$ cat config.mk
export PLATFORM = sky130hd
export DESIGN_NAME = mse_seq
export DESIGN_NICKNAME = d
export VERILOG_FILES = /design/src/inc/mse_pkg.sv /design/src/inc/mse_cmp_if.sv /design/src/core/mse_cmp.sv /design/src/core/mse_seq.sv
export SDC_FILE = /design/constraint.sdc
export NUM_CORES = 1
export LEC_CHECK = 0
export ABC_AREA = 0
export BUFFER_PORTS_ARGS = -buffer_cell sky130_fd_sc_hd__buf_2
export CAP_MARGIN = 10
export CORE_UTILIZATION = 50
export CTS_CLUSTER_SIZE = 28
export DETAILED_ROUTE_END_ITERATION = 10
export PLACE_DENSITY_LB_ADDON = 0.15
export SYNTH_ARGS = -nofsm -noshare
export SYNTH_HDL_FRONTEND = slang
export SYNTH_SLANG_ARGS = --single-unit
export TNS_END_PERCENT = 10
$ cat constraint.sdc
create_clock -name pclk -period 3.7 [get_ports pclk]
set_clock_uncertainty 0.1 [all_clocks]
set_input_delay 0.74 -clock pclk [delete_from_list [all_inputs] [get_ports pclk]]
set_output_delay 0.74 -clock pclk [all_outputs]
set_load 0.05 [all_outputs]
$ cat src/inc/mse_pkg.sv
// shared constants for the motor start sequencer entry block
package mse_pkg;

  // apb register byte offsets
  localparam logic [7:0] MSE_CTRL_OFS = 8'h00;
  localparam logic [7:0] MSE_STAT_OFS = 8'h04;
  localparam logic [7:0] MSE_SPD_OFS = 8'h08;

  // control register field positions
  localparam int MSE_CTRL_EN_BIT = 0;
  localparam int MSE_CTRL_STH_LSB = 1;
  localparam int MSE_CTRL_RTH_LSB = 3;
  localparam int MSE_CTRL_RESTART_BIT = 5;

  // control reset values: detection off, lowest thresholds
  localparam logic MSE_CTRL_EN_RST = 1'b0;
  localparam logic [1:0] MSE_CTRL_STH_RST = 2'h0;
  localparam logic [1:0] MSE_CTRL_RTH_RST = 2'h0;

  // status register field positions
  localparam int MSE_STAT_STATE_LSB = 0;
  localparam int MSE_STAT_REV_BIT = 9;
  localparam int MSE_STAT_VALID_BIT = 10;

  // measured speed width and table of threshold levels
  localparam int MSE_SPD_W = 8;
  localparam logic [MSE_SPD_W-1:0] MSE_STILL_LVL0 = 8'h04;
  localparam logic [MSE_SPD_W-1:0] MSE_STILL_LVL1 = 8'h08;
  localparam logic [MSE_SPD_W-1:0] MSE_STILL_LVL2 = 8'h10;
  localparam logic [MSE_SPD_W-1:0] MSE_STILL_LVL3 = 8'h20;
  localparam logic [MSE_SPD_W-1:0] MSE_REV_LVL0 = 8'h08;
  localparam logic [MSE_SPD_W-1:0] MSE_REV_LVL1 = 8'h10;
  localparam logic [MSE_SPD_W-1:0] MSE_REV_LVL2 = 8'h20;
  localparam logic [MSE_SPD_W-1:0] MSE_REV_LVL3 = 8'h40;

  // sequencer states, one-hot
  typedef enum logic [8:0] {
    MSE_POWER_ON = 9'h001,
    MSE_EN_CHECK = 9'h002,
    MSE_SPEED_DETECT = 9'h004,
    MSE_STILL_CHECK = 9'h008,
    MSE_DIR_CHECK = 9'h010,
    MSE_REV_CHECK = 9'h020,
    MSE_BRAKE_HANDOFF = 9'h040,
    MSE_CLOSED_HANDOFF = 9'h080,
    MSE_REVEN_HANDOFF = 9'h100
  } mse_state_e;

endpackage

$ cat src/inc/mse_cmp_if.sv
// carrier between the sequencer and a speed-versus-level comparator
`timescale 1ns/1ns
interface mse_cmp_if;
  import mse_pkg::*;
  logic [MSE_SPD_W-1:0] speed; // measured speed
  logic [MSE_SPD_W-1:0] level; // selected threshold level
  logic below; // speed strictly under level
  logic above; // speed strictly over level
  modport user (output speed, output level, input below, input above);
  modport cmp (input speed, input level, output below, output above);
endinterface

$ cat src/core/mse_cmp.sv
// speed comparator against one threshold level
`timescale 1ns/1ns
module mse_cmp
  import mse_pkg::*;
(
  mse_cmp_if.cmp cif
);

  // pure compare, no state; equality is neither below nor above
  always_comb begin
    cif.below = (cif.speed < cif.level);
    cif.above = (cif.speed > cif.level);
  end

endmodule

$ cat src/core/mse_seq.sv
// motor start sequencer entry: power-on, speed detection, routing, apb regs
//
// What this block does
// - power-on state at reset and low-power exit
// - enable set moves power-on into speed detection
// - detection disabled goes straight to brake decision
// - speed detection captures speed and direction first
// - speed below stationary level goes to brake
// - speed above stationary level goes to direction
// - direction decision classifies forward or reverse
// - forward spin enters feedback commutation directly
// - reverse spin goes to reverse speed check
// - fast reverse redetects, else reverse drive enable
//
// The address map and the APB register port were decided locally.
`timescale 1ns/1ns
module mse_seq
  import mse_pkg::*;
(
  input wire logic pclk,
  input wire logic presetn,
  input wire logic psel,
  input wire logic penable,
  input wire logic pwrite,
  input wire logic [31:0] paddr,
  input wire logic [31:0] pwdata,
  output logic [31:0] prdata,
  output logic pready,
  output logic pslverr,
  input wire logic low_power_exit,
  output logic detect_request,
  input wire logic detect_done,
  input wire logic [MSE_SPD_W-1:0] detect_speed,
  input wire logic detect_reverse,
  output logic brake_enable_decision,
  output logic feedback_commutation_state,
  output logic reverse_drive_enable
);

  // both compares see the captured speed, not the live measurement lines,
  // so a wandering input after detection cannot change the route
  // comparator carriers
  mse_cmp_if still_if (); // stationary threshold compare
  mse_cmp_if rev_if (); // reverse speed limit compare

  // control fields
  // all three fields reset to detection off and the lowest levels
  logic speed_detect_enable_reg; // detection switch
  logic speed_detect_enable_next;
  logic [1:0] stationary_speed_threshold_reg; // level select
  logic [1:0] stationary_speed_threshold_next;
  logic [1:0] reverse_speed_limit_reg; // level select
  logic [1:0] reverse_speed_limit_next;
  logic restart_reg; // one-cycle software restart
  logic restart_next;

  // apb answer
  // read data and error are both settled before the access edge
  logic [31:0] prdata_reg;
  logic [31:0] prdata_next;
  logic pslverr_reg;
  logic pslverr_next;

  // sequencer state and captured measurement
  // valid_reg tells software that speed and direction are real
  mse_state_e state_reg;
  mse_state_e state_next;
  logic [MSE_SPD_W-1:0] speed_reg; // last measured speed
  logic [MSE_SPD_W-1:0] speed_next;
  logic reverse_reg; // last measured direction
  logic reverse_next;
  logic valid_reg; // a measurement has been taken
  logic valid_next;
  logic detect_request_reg;
  logic detect_request_next;

  // low-power exit pin synchroniser and edge detect
  // only the rising edge matters; a pin held high does not loop the start
  logic wake_s1_reg; // first stage, read only by second
  logic wake_s2_reg;
  logic wake_d_reg; // delayed copy for the edge
  logic wake_pulse;

  // bus decode helpers
  // setup_phase loads the answer, wr_take commits a write
  logic setup_phase;
  logic wr_take;
  logic addr_ok;

  // comparator instances
  mse_cmp u_still (
    .cif(still_if.cmp)
  );
  mse_cmp u_rev (
    .cif(rev_if.cmp)
  );

  // threshold code to level lookup; both compare the captured speed
  // level tables live in the package so the codes can be retuned
  always_comb begin
    still_if.speed = speed_reg;
    rev_if.speed = speed_reg;
    case (stationary_speed_threshold_reg)
      2'h0: still_if.level = MSE_STILL_LVL0;
      2'h1: still_if.level = MSE_STILL_LVL1;
      2'h2: still_if.level = MSE_STILL_LVL2;
      default: still_if.level = MSE_STILL_LVL3;
    endcase
    case (reverse_speed_limit_reg)
      2'h0: rev_if.level = MSE_REV_LVL0;
      2'h1: rev_if.level = MSE_REV_LVL1;
      2'h2: rev_if.level = MSE_REV_LVL2;
      default: rev_if.level = MSE_REV_LVL3;
    endcase
  end

  // wake synchroniser; pin is asynchronous to pclk
  // reset value matches the idle pin level, so no false wake after reset
  always_ff @(posedge pclk or negedge presetn) begin
    if (!presetn) begin
      wake_s1_reg <= 1'b0;
      wake_s2_reg <= 1'b0;
      wake_d_reg <= 1'b0;
    end else begin
      wake_s1_reg <= low_power_exit;
      wake_s2_reg <= wake_s1_reg;
      wake_d_reg <= wake_s2_reg;
    end
  end

  // rising edge of the synchronised level marks leaving standby or sleep
  assign wake_pulse = wake_s2_reg & ~wake_d_reg;

  // apb decode; zero wait states, answer prepared in the setup cycle
  // trade-off: read data is prepared one cycle early so the access phase
  // needs no wait state; the cost is a 32-bit holding register
  assign setup_phase = psel & ~penable;
  assign wr_take = psel & penable & pwrite & ~pslverr_reg;
  assign addr_ok = (paddr[7:0] == MSE_CTRL_OFS) || (paddr[7:0] == MSE_STAT_OFS) ||
                   (paddr[7:0] == MSE_SPD_OFS);

  // register file next values
  always_comb begin
    speed_detect_enable_next = speed_detect_enable_reg;
    stationary_speed_threshold_next = stationary_speed_threshold_reg;
    reverse_speed_limit_next = reverse_speed_limit_reg;
    restart_next = 1'b0;
    prdata_next = prdata_reg;
    pslverr_next = pslverr_reg;
    if (setup_phase) begin
      // latch read data and error before the access edge
      prdata_next = 32'h0000_0000;
      pslverr_next = ~addr_ok || (paddr[31:8] != 24'h00_0000) || (paddr[1:0] != 2'h0);
      if (paddr[7:0] == MSE_CTRL_OFS) begin
        prdata_next[MSE_CTRL_EN_BIT] = speed_detect_enable_reg;
        prdata_next[MSE_CTRL_STH_LSB +: 2] = stationary_speed_threshold_reg;
        prdata_next[MSE_CTRL_RTH_LSB +: 2] = reverse_speed_limit_reg;
      end else if (paddr[7:0] == MSE_STAT_OFS) begin
        prdata_next[MSE_STAT_STATE_LSB +: $bits(mse_state_e)] = state_reg;
        prdata_next[MSE_STAT_REV_BIT] = reverse_reg;
        prdata_next[MSE_STAT_VALID_BIT] = valid_reg;
      end else if (paddr[7:0] == MSE_SPD_OFS) begin
        prdata_next[MSE_SPD_W-1:0] = speed_reg;
      end else begin
        // unmapped reads as zero with an error
        prdata_next = 32'h0000_0000;
      end
    end
    if (wr_take && (paddr[7:0] == MSE_CTRL_OFS)) begin
      // control write takes effect on the access edge
      speed_detect_enable_next = pwdata[MSE_CTRL_EN_BIT];
      stationary_speed_threshold_next = pwdata[MSE_CTRL_STH_LSB +: 2];
      reverse_speed_limit_next = pwdata[MSE_CTRL_RTH_LSB +: 2];
      restart_next = pwdata[MSE_CTRL_RESTART_BIT];
    end
  end

  // register file flops
  // restart is a one-cycle strobe, cleared every cycle it is not written
  always_ff @(posedge pclk or negedge presetn) begin
    if (!presetn) begin
      speed_detect_enable_reg <= MSE_CTRL_EN_RST;
      stationary_speed_threshold_reg <= MSE_CTRL_STH_RST;
      reverse_speed_limit_reg <= MSE_CTRL_RTH_RST;
      restart_reg <= 1'b0;
      prdata_reg <= 32'h0000_0000;
      pslverr_reg <= 1'b0;
    end else begin
      speed_detect_enable_reg <= speed_detect_enable_next;
      stationary_speed_threshold_reg <= stationary_speed_threshold_next;
      reverse_speed_limit_reg <= reverse_speed_limit_next;
      restart_reg <= restart_next;
      prdata_reg <= prdata_next;
      pslverr_reg <= pslverr_next;
    end
  end

  // sequencer next state; one decision per cycle
  // the three hand-off states are terminal; only a wake or a restart
  // leaves them, since the rest of the start flow lives elsewhere
  always_comb begin
    state_next = state_reg;
    speed_next = speed_reg;
    reverse_next = reverse_reg;
    valid_next = valid_reg;
    detect_request_next = 1'b0;
    case (state_reg)
      MSE_POWER_ON: begin
        // nothing to wait for; go test the detection switch
        state_next = MSE_EN_CHECK;
      end
      MSE_EN_CHECK: begin
        if (speed_detect_enable_reg) begin
          state_next = MSE_SPEED_DETECT;
          detect_request_next = 1'b1;
        end else begin
          state_next = MSE_BRAKE_HANDOFF;
        end
      end
      MSE_SPEED_DETECT: begin
        // hold the request until the measurement is back
        if (detect_done) begin
          speed_next = detect_speed;
          reverse_next = detect_reverse;
          valid_next = 1'b1;
          state_next = MSE_STILL_CHECK;
        end else begin
          detect_request_next = 1'b1;
        end
      end
      MSE_STILL_CHECK: begin
        // equal speed is not below, so it goes on to direction
        if (still_if.below) begin
          state_next = MSE_BRAKE_HANDOFF;
        end else begin
          state_next = MSE_DIR_CHECK;
        end
      end
      MSE_DIR_CHECK: begin
        // forward spin resynchronises with no start-up steps
        if (!reverse_reg) begin
          state_next = MSE_CLOSED_HANDOFF;
        end else begin
          state_next = MSE_REV_CHECK;
        end
      end
      MSE_REV_CHECK: begin
        // too fast to touch: measure again and let it slow down
        if (rev_if.above) begin
          state_next = MSE_SPEED_DETECT;
          detect_request_next = 1'b1;
        end else begin
          state_next = MSE_REVEN_HANDOFF;
        end
      end
      MSE_BRAKE_HANDOFF: begin
        state_next = MSE_BRAKE_HANDOFF; // held until wake or restart
      end
      MSE_CLOSED_HANDOFF: begin
        state_next = MSE_CLOSED_HANDOFF;
      end
      MSE_REVEN_HANDOFF: begin
        state_next = MSE_REVEN_HANDOFF;
      end
      default: begin
        state_next = MSE_POWER_ON; // illegal code recovers
      end
    endcase
    // leaving low power or a software restart wins over any step
    if (wake_pulse || restart_reg) begin
      state_next = MSE_POWER_ON;
      detect_request_next = 1'b0;
    end
  end

  // sequencer flops; reset lands in power-on
  // measurement fields keep their last values across a restart so
  // software can still read what was seen
  always_ff @(posedge pclk or negedge presetn) begin
    if (!presetn) begin
      state_reg <= MSE_POWER_ON;
      speed_reg <= '0;
      reverse_reg <= 1'b0;
      valid_reg <= 1'b0;
      detect_request_reg <= 1'b0;
    end else begin
      state_reg <= state_next;
      speed_reg <= speed_next;
      reverse_reg <= reverse_next;
      valid_reg <= valid_next;
      detect_request_reg <= detect_request_next;
    end
  end

  // outputs from flops, except pslverr gated by the access phase, hand-offs decoded from state and pready tied high
  // pready is tied high: every transfer ends after one access cycle
  assign prdata = prdata_reg;
  assign pready = 1'b1;
  assign pslverr = pslverr_reg & psel & penable;
  assign detect_request = detect_request_reg;
  // hand-offs decoded by state name rather than by bit position,
  // so a change of state encoding cannot move them silently
  assign brake_enable_decision = (state_reg == MSE_BRAKE_HANDOFF);
  assign feedback_commutation_state = (state_reg == MSE_CLOSED_HANDOFF);
  assign reverse_drive_enable = (state_reg == MSE_REVEN_HANDOFF);

endmodule

==> results of run 1 <==
area by class of cell:
cell class / count / area, sq um / share of cell area (%)
Clock buffer: 5 / 68.8 / 2.44
Clock inverter: 3 / 65.1 / 2.30
Inverter: 6 / 22.5 / 0.798
Multi-Input combinational cell: 177 / 1220 / 43.3
Sequential cell: 41 / 1030 / 36.4
Tap cell: 52 / 65.1 / 2.30
Timing Repair Buffer: 70 / 353 / 12.5
cell families after synthesis:
kind of cell / count (synthesis)
AOI/OAI and AO/OA: 39
xor gates and xnor gates: 2
adders and majority gates: 7
buffers and inverters: 39
DFF: 41
muxes: 20
other: 2
and+or+nand+nor: 87
cell usage in the layout, fill, tap and decap left out, drive strengths merged, types with 4 or more instances in the layout:
cell	n
mux2i	6
clkbuf	5
buf	70
nand2	13
mux2	14
inv	6
nand2b	6
nor4	14
and2	4
nor2	13
ha	7
nor2b	6
a22o	8
nor3	6
dfrtp	40
o21ai	11
conb	22
nand3	5
metrics by stage:
step / instances / worst slack [ns]
finish: 354 / 0.892
global route: 354 / 0.751
CTS: 354 / 0.897
detailed placement: 346 / 1.23
global placement: 346 / 1.24
floorplan: 257 / 1.21
where the power goes:
group | switching, mW | leakage (nW) | internal (mW) | total (mW)
registers | 0.0432 | 0.551 | 0.475 | 0.518
logic | 0.161 | 0.823 | 0.103 | 0.264
clock network | 0.158 | 0.0681 | 0.268 | 0.426
final timing paths:
kind                               from                          to  slack (ns)  depth (start not counted)
max                        state_reg[2]  feedback_commutation_state        0.89                          4
min                         wake_s1_reg                 wake_s2_reg        0.26                          0
max reg2reg                state_reg[4]             rev_if.speed[3]        1.36                          4
min reg2reg                 wake_s1_reg                 wake_s2_reg        0.26                          0
max in group asynchronous       presetn             rev_if.speed[2]        2.47                          1
min in group asynchronous       presetn                 reverse_reg        0.47                          1
critical path: stages, from the launching register on:
cell and delay, ns:
dfrtp_1 0.47, or3_1 0.48, nor4_1 0.27, and3_1 0.20, buf_2 0.25
layer usage:
metal | share of wire (%) | up-vias
met5 | 0 | -
met4 | 1.7 | 0
met3 | 4.2 | 8
met2 | 48 | 54
met1 | 46 | 947
li1 | - | 950
==> summary.md, run 1 <==
| Metric | Value |
|---|---|
| XOR/XNOR share of the synthesized area | less than 1% |
| Period utilization | 75.9% |
| GR Util met2 | 36.1% |
| # setup viols final | 0 |
| Post-route cell area | 0.00282 sq mm |
| First-pass GRT wire length | 8980 um |
| Routability cong. | 0.781 |
| H-tree depth | 2 |
| Worst-margin pin slew | 0.901 ns |
| HPWL Detailed | 3920 um |
| Crit path launch type | flop |
| Ys async rst share | 100% |
| Ys Warns | 0 |
| Max reg flops | 11 |
| Clock Path Buffers | 2 |
| Final wirelength | 5290 um |
| Mux cell area share after synthesis | 10.2% |
| Worst-Skew Late Latency | 0.30 ns |
| Global routing usage on met1 | around 32% |
| Vias in the first global route | around 1800 |
| Rows | 24 |
| IO buf count | 69 |
| Yosys cell types | around 50 |
| Synth Instances | 237 |
| Largest family of logic cells by synthesized area | simple AND/OR/NAND/NOR gates |
| Hold_buf cts | 0 |
| Clk sinks | just over 40 |
| Crit path kind | flop to output pin |
| All-Layer GR Usage | around 23% |
| Critical Path RT | around 2.9 ns |
| Synth Area in Adders | ~3.6% |
| WL per Instance | 14.9 um |
| Largest net degree at the start of global routing | 42 |
| Post-synth top area share | 41.4% |
| Synth area leaders | dfrtp_1 41%, buf_4 6.8%, mux2_4 5.0% |
| Outcome | complete, no violations |
| Max-slew violations | 0 |
| Area leader, netlist | dfrtp_1 |
| Die X | 71.6 um |
| GR Layer Usage met3 | 5.06% |
| EDFF count, synth | 0 |
| Die Y-Extent | 71.6 um |
| CP arrival | between 1.5 and 2 ns |
| RSZ-0062 raised after global routing | no |
| Drc violations | 0 |
| Crit. End Element | output pin |
| Critical path peak fanout | 8 |
| Die area | 0.00512 sq mm |
| Most frequent cell after synthesis | dfrtp_1 |
| Avg Cell Area, Syn | 10.2 sq um |
| Most used routing layer | met2 |
| Achievable frequency | 356 MHz |
| Synthesis-stage register bit count | 41 |
| Final hold slack | between 0.2 and 0.3 ns |
| Sequential share of the synthesized area | 42.5% |
| Initial core utilization | 53.7% |
| Lkg Pwr | 1.44 nW |
| Setup TNS | 0 ns |
| Post-layout util | a little over three fifths |
| Hold crit path type | flop to flop |
| PD cells | 428 mW/mm^2 |
| Post-synth top cells | 40 x dfrtp_1, 22 x buf_4, 14 x nor4_1, 13 x nand2_1, 13 x nor2_1 |
| I/O pin cnt | 118 |
| Filler Cell Count | 398 |
| Mapped Area | 0.00242 sq mm |
| Share of layout cells above drive strength 1 | between 30% and 40% |
| Routed Antenna Nets | 0 |
| Cts repair resizes | 0 |
| Final hold vios | 0 |
| Gr ovfl total | 0 |
| Post-Synth Simple-Gate Area | 20.9% |
| Cts bufs inserted | 5 |
| Clock transition at the registers of the reported paths | 0.08 ns |
| Core region area | 0.00450 sq mm |
| Final worst path period need | 2.81 ns |
| First-pass DRT Iterations | 4 |
| Post-DR vias/cell | 5.53 |
| Total power | roughly 1.2 mW |
| Complex-gate fraction of the synthesized area | 11.6% |
| Max-cap violations | 0 |
| Clock root cell | clkbuf_8 |
| Setup bufs post-CTS | 0 |
| Max VDD drop | 231 uV |
| CTS tree | done |
| Area after DPL | 0.00269 sq mm |
| Rel. slew slack | between 30% and 40% |
| N_diodes | 0 |
| Vias | 1959 |
| Fin nets | slightly below 400 |
| Area grow syn2layout | 16.7% |
| Flip-flop cell with the highest count after synthesis | dfrtp_1 |
| Starting DRC count in detailed routing | 128 |
| Initial antenna violation count | 0 |
(Power assumes the default switching activity.)
==> run 2, diff against run 1 <==
--- a/config.mk
+++ b/config.mk
@@ -8,7 +8,7 @@
 export ABC_AREA = 0
 export BUFFER_PORTS_ARGS = -buffer_cell sky130_fd_sc_hd__buf_2
 export CAP_MARGIN = 10
-export CORE_UTILIZATION = 50
+export CORE_UTILIZATION = 46
 export CTS_CLUSTER_SIZE = 28
 export DETAILED_ROUTE_END_ITERATION = 10
 export PLACE_DENSITY_LB_ADDON = 0.15
==> constraint.sdc (replaced) <==
create_clock -name pclk -period 2.6 [get_ports pclk]
set_clock_uncertainty 0.1 [all_clocks]
set_input_delay 0.52 -clock pclk [delete_from_list [all_inputs] [get_ports pclk]]
set_output_delay 0.52 -clock pclk [all_outputs]
set_load 0.05 [all_outputs]
==> summary.md, run 2 (synthesis gave the netlist of run 1 again) <==
| Metric | Value |
|---|---|
| Clock Path Buffers | 2 (unchanged) |
| Rel. slew slack | 63.2% (+23 points) |
| Drc violations | 0 (unchanged) |
| Max VDD drop | 364 uV (+58%) |
| CTS tree | done |
| First-pass GRT wire length | 8540 um (-4.9%) |
| Critical path peak fanout | 8 (unchanged) |
| Most frequent cells in the layout | 68 x buf_2, 40 x dfrtp_1, 22 x conb_1 |
| Die Y-Extent | 74.5 um (+4.1%) |
| Share of layout cells above drive strength 1 | 34.6% (+1.9 points) |
| Max-cap violations | 0 (unchanged) |
| Post-layout util | 56.7% (-6.0 points) |
| Critical Path RT | 1.98 ns (-0.88 ns) |
| Period utilization | 95.6% |
| Post-DR vias/cell | 5.12 (-7.5%) |
| Rows | 26 (+8.3%) |
| Final worst path period need | 2.49 ns |
| Post-route cell area | 0.00288 sq mm (+1.9%) |
| N_diodes | 0 (unchanged) |
| IO buf count | 69 (unchanged) |
| Final hold vios | 0 (unchanged) |
| Crit path launch type | flop |
| Cell Chain, Critical Path | or3_4 -> nor4_2 -> and3_1 -> clkbuf_4 |
| HPWL Detailed | 4060 um (+3.6%) |
| Cts repair resizes | 1 (+1) |
| WL per Instance | 14.1 um (-6.0%) |
| Crit. End Element | output pin |
| Initial antenna violation count | 0 (unchanged) |
| Crit path kind | flop to output pin |
| Flop2flop setup slack | 0.46 ns (-0.90 ns) |
| I/O pin cnt | 118 (unchanged) |
| Clock root cell | clkbuf_8 |
| Starting DRC count in detailed routing | 84 (-34%) |
| Core region area | 0.00507 sq mm (+13%) |
| Total power | 1.64 mW (+36%) |
| RSZ-0062 raised after global routing | no |
| Worst-Skew Late Latency | 0.30 ns (about the same) |
| Sum of buffers and inverters on the critical path | 1 (unchanged) |
| Initial core utilization | 47.7% (-6.0 points) |
| Area grow syn2layout | 18.9% |
| Area after DPL | 0.00274 sq mm (+2.0%) |
| H-tree depth | 2 (unchanged) |
| Reg-to-Reg Start | state_reg[4] |
| Routed Antenna Nets | 0 (unchanged) |
| Die X | 74.5 um (+4.1%) |
| Worst-margin pin slew | 0.552 ns (-0.349 ns) |
| Largest net degree at the start of global routing | 23 (-45%) |
| Final WS setup | 0.114 ns (-0.778 ns) |
| Clock transition at the registers of the reported paths | 0.08 ns (about the same) |
| Setup TNS | 0 ns (unchanged) |
| Lkg Pwr | 1.45 nW (+0.61%) |
| Cell class contributing the biggest share of worst-path delay | simple AND/OR/NAND/NOR gates |
| Fin nets | 392 (+1.0%) |
| Die area | 0.00555 sq mm (+8.4%) |
| Hold_buf cts | 0 (unchanged) |
| Reg2Reg Depth | 5 (+1) |
| Setup bufs post-CTS | 0 (unchanged) |
| Commonest non-fill, non-tap cell in the layout | buf_2 |
| Max incr delay on CP | 0.48 ns (about the same) |
| Vias in the first global route | 1742 (-5.2%) |
| Max reg flops | 11 (unchanged) |
| First-pass DRT Iterations | 5 (+1) |
| Gr ovfl total | 0 (unchanged) |
| Max-slew violations | 0 (unchanged) |
| Cts bufs inserted | 5 (unchanged) |
| Hold crit path type | input port to async pin |
| Final wirelength | 5290 um (-0.11%) |
| # setup viols final | 0 (unchanged) |
| Filler Cell Count | 484 (+22%) |
| Critical-path top delay cell | dfrtp_1 |
| PD cells | 572 mW/mm^2 (+33%) |
| Clk sinks | 41 (unchanged) |
| Achievable frequency | ~400 MHz |
| CP arrival | 1.87 ns (-0.10 ns) |
| Routability cong. | 0.777 (-0.55%) |
| Worst slack at placement | 0.332 ns (-0.897 ns) |
| Vias | 1924 (-1.8%) |
| Outcome | complete, no violations |
| All-Layer GR Usage | 20.7% (-2.4 points) |
| RR Endpoint | rev_if.speed[5] |
[run 2: changes by cell type in the layout (fill, tap and decap cells not counted)]
cell	delta
bufinv_16	-1
clkbuf_4	+1
clkinv_4	+1
buf_2	-1
nor4_1	-2
or3_4	+1
clkinvlp_4	+1
or3_1	-1
buf_4	+4
nor4_2	+2
clkinv_2	-1
[run 2: worst register-to-register path, delay by kind of cell, from the launching register on]
family / cells / cell delay (ns)
buffers and inverters: 1 / 0.22
DFF: 1 / 0.50
muxes: 1 / 0.30
and+or+nand+nor: 3 / 0.91
[run 2: worst max-delay path by stage]
stage	to	depth (start not counted)	startpoint	slack [ns]
finish	feedback_commutation_state	4	state_reg[2]	0.11
global route	feedback_commutation_state	4	state_reg[2]	0.01
CTS	feedback_commutation_state	4	state_reg[2]	0.07
detailed placement	feedback_commutation_state	4	state_reg[2]	0.33
global placement	feedback_commutation_state	4	state_reg[2]	0.35
floorplan	feedback_commutation_state	4	state_reg[2]	0.33
[run 2: cell type report]
cell class                 instances  area [sq um]  area share [%]
inverter                           6          22.5           0.783
sequential                        41          1030            35.7
clock inverter                     3          46.3            1.61
tap                               70          87.6            3.04
clock buffer                       5          68.8            2.39
timing repair buffer              74           385            13.4
multi-input combinational        177          1240            43.1
[run 2: per-stage QoR]
stage          std cells  hold slack, ns
2_1_floorplan        257           0.124
3_3_place_gp         368           0.235
3_5_place_dp         368           0.237
4_1_cts              376          0.0702
5_1_grt              376          0.0818
6_report             376          0.0560
[run 2: metal layers]
metal	track usage [%]	share of wire, %	vias up
li1	-	-	950
met1	29.1	48	918
met2	32.4	47	45
met3	4.07	3.7	11
met4	6.29	1.9	0
met5	0	0	-
[run 2: where the power goes]
| part | internal (mW) | leakage (nW) | switching [mW] |
|---|---|---|---|
| Combinational | 0.159 | 0.846 | 0.230 |
| Sequential | 0.676 | 0.551 | 0.0643 |
| Clock | 0.287 | 0.0543 | 0.228 |
==> run 3, diff against run 2 <==
--- a/config.mk
+++ b/config.mk
@@ -8,7 +8,7 @@
 export ABC_AREA = 0
 export BUFFER_PORTS_ARGS = -buffer_cell sky130_fd_sc_hd__buf_2
 export CAP_MARGIN = 10
-export CORE_UTILIZATION = 46
+export CORE_UTILIZATION = 45
 export CTS_CLUSTER_SIZE = 28
 export DETAILED_ROUTE_END_ITERATION = 10
 export PLACE_DENSITY_LB_ADDON = 0.15
==> summary.md, run 3 (synthesis gave the netlist of run 1 again) <==
| Metric | Value |
|---|---|
| Routability cong. | 0.795 (+2.3%) |
| RR Endpoint | detect_request |
| Crit path launch type | flop |
| Crit. End Element | output pin |
| Sw frac | 32.2% (+0.45 points) |
| Worst-margin pin slew | 0.908 ns (+0.356 ns) |
| Fin nets | 394 (+0.51%) |
| Final hold slack | 0.224 ns (+0.168 ns) |
| Share of layout cells above drive strength 1 | 34.4% (-0.22 points) |
| Setup TNS | 0 ns (unchanged) |
| WL per Instance | 14.3 um (+2.0%) |
| Hold crit path type | input port to flop |
| CP arrival | 1.88 ns (about the same) |
| Hold depth | 1 |
| Reg2Reg Depth | 6 (+1) |
| Outcome | complete, no violations |
| First-pass DRT Iterations | 4 (-1) |
| Hold Startpoint | low_power_exit |
| CTS tree | done |
| Achievable frequency | 399 MHz (-0.75%) |
| Max-slew violations | 0 (unchanged) |
| Max incr delay on CP | 0.49 ns (about the same) |
| I/O pin cnt | 118 (unchanged) |
| Clock power share | 31.8% (+0.5 points) |
| First-pass GRT wire length | 9110 um (+6.7%) |
| Max-cap violations | 0 (unchanged) |
| Die area | 0.00567 sq mm (+2.2%) |
| Final wirelength | 5420 um (+2.6%) |
| Crit path kind | flop to output pin |
| Largest net degree at the start of global routing | 42 (+83%) |
| Sum of buffers and inverters on the critical path | 1 (unchanged) |
| Critical-path top delay cell | or3_1 |
| Power share of the combinational group | 24.2% (+0.6 points) |
| Flop2flop setup slack | 0.51 ns (+0.05 ns) |
| Die Y-Extent | 75.3 um (+1.1%) |
| RSZ-0062 raised after global routing | no |
| Clk sinks | 41 (unchanged) |
| H-tree depth | 2 (unchanged) |
| Die X | 75.3 um (+1.1%) |
| Vias in the first global route | 1957 (+12%) |
| Starting DRC count in detailed routing | 102 (+21%) |
| Most frequent cells in the layout | 68 x buf_2, 40 x dfrtp_1, 22 x conb_1 |
| Final worst path period need | 2.50 ns (+0.0189 ns) |
| Cell Chain, Critical Path | or3_1 -> nor4_2 -> and3_1 -> buf_2 |
| Int Pwr | 1.12 mW (-0.14%) |
| Fin cells | 378 (+0.53%) |
| Rows | 26 (unchanged) |
| Post-route cell area | 0.00288 sq mm (+0.13%) |
| IO buf count | 69 (unchanged) |
| Initial antenna violation count | 0 (unchanged) |
| HPWL Detailed | 4110 um (+1.2%) |
| Total power | 1.65 mW (+0.53%) |
| Commonest non-fill, non-tap cell in the layout | buf_2 |
| Max reg flops | 11 (unchanged) |
| Final hold vios | 0 (unchanged) |
| Cts bufs inserted | 5 (unchanged) |
| Period utilization | 96.3% (+0.73 points) |
| Clock Path Buffers | 2 (unchanged) |
| Worst-Skew Late Latency | 0.29 ns (about the same) |
| Lkg Pwr | 1.46 nW (+0.54%) |
| Initial core utilization | 47.1% (-0.60 points) |
| Critical path depth | 4 (unchanged) |
| Area after DPL | 0.00276 sq mm (+0.55%) |
| Reg-to-Reg Start | reverse_speed_limit_reg[0] |
| N_diodes | 0 (unchanged) |
| Net Switching | 0.533 mW (+2.0%) |
| Area grow syn2layout | 19.1% |
| Hold_buf cts | 0 (unchanged) |
| Clock transition at the registers of the reported paths | 0.09 ns (about the same) |
| Vias | 1947 (+1.2%) |
| Clock root cell | clkbuf_8 |
| Flop pwr share | 44.1% (-0.9 points) |
| All-Layer GR Usage | 21.4% (+0.72 points) |
| Cell class contributing the biggest share of worst-path delay | simple AND/OR/NAND/NOR gates |
| Hold Path End | wake_s1_reg |
| Rel. slew slack | 39.5% (-24 points) |
| Critical path peak fanout | 8 (unchanged) |
| # setup viols final | 0 (unchanged) |
| Placed cell count | 370 (+0.54%) |
| Post-DR vias/cell | 5.15 (+0.66%) |
| Gr ovfl total | 0 (unchanged) |
| PD cells | 574 mW/mm^2 (+0.40%) |
| Max VDD drop | 291 uV (-20%) |
| Routed Antenna Nets | 0 (unchanged) |
| Core region area | 0.00514 sq mm (+1.3%) |
| Critical Path RT | 1.98 ns (about the same) |
| Drc violations | 0 (unchanged) |
## run 3: worst register-to-register path: stages (launching register included)
cell and delay (ns):
dfrtp_1 0.44, nand2b_1 0.17, ha_1 0.29, nand3_1 0.09
or4_1 0.50, o21ai_0 0.23, o22ai_1 0.15
## run 3: worst max-delay path by stage
| stage | startpoint | endpoint | slack, ns |
|---|---|---|---|
| 6_report | state_reg[2] | feedback_commutation_state | 0.1 |
| 5_1_grt | state_reg[2] | feedback_commutation_state | 0.01 |
| 4_1_cts | state_reg[2] | feedback_commutation_state | 0.008 |
| 3_5_place_dp | state_reg[2] | feedback_commutation_state | 0.34 |
| 3_3_place_gp | state_reg[2] | feedback_commutation_state | 0.37 |
| 2_1_floorplan | state_reg[2] | feedback_commutation_state | 0.33 |
## run 3: layout make-up
| type | count | area [sq um] |
|---|---|---|
| tap | 70 | 87.6 |
| clock inverter | 3 | 46.3 |
| multi-input combinational | 177 | 1230 |
| clock buffer | 5 | 68.8 |
| timing repair buffer | 76 | 400 |
| inverter | 6 | 22.5 |
| fill | 506 | 2260 |
| sequential | 41 | 1030 |
## run 3: power by group through the flow
stage | registers [mW] | clock network (mW) | logic (mW)
finish | 0.728 | 0.525 | 0.400
global placement | 0.738 | 0 | 0.386
CTS | 0.727 | 0.541 | 0.393
detailed placement | 0.740 | 0 | 0.391
floorplan | 0.708 | 0 | 0.332
global route | 0.736 | 0.559 | 0.442
## run 3: layer usage
layer	share of wire, %	vias to the layer above	track usage (%)
met5	0	-	0
met4	1.1	0	6.38
met3	3.0	7	3.84
met2	50	42	37.2
met1	46	939	27.4
li1	-	959	-
## run 3: timing repair
action	4_1_cts	5_1_grt
gates resized for setup	0	2
endpoints found under the setup margin	0	1
setup buffers	0	0
## run 3: through the flow
step,util [%],setup WS [ns]
after global placement,53.6,0.366
after CTS,55.9,0.00813
after detailed placement,53.6,0.344
after floorplan,-,0.331
after global routing,56.0,0.0141
final,56.0,0.0950
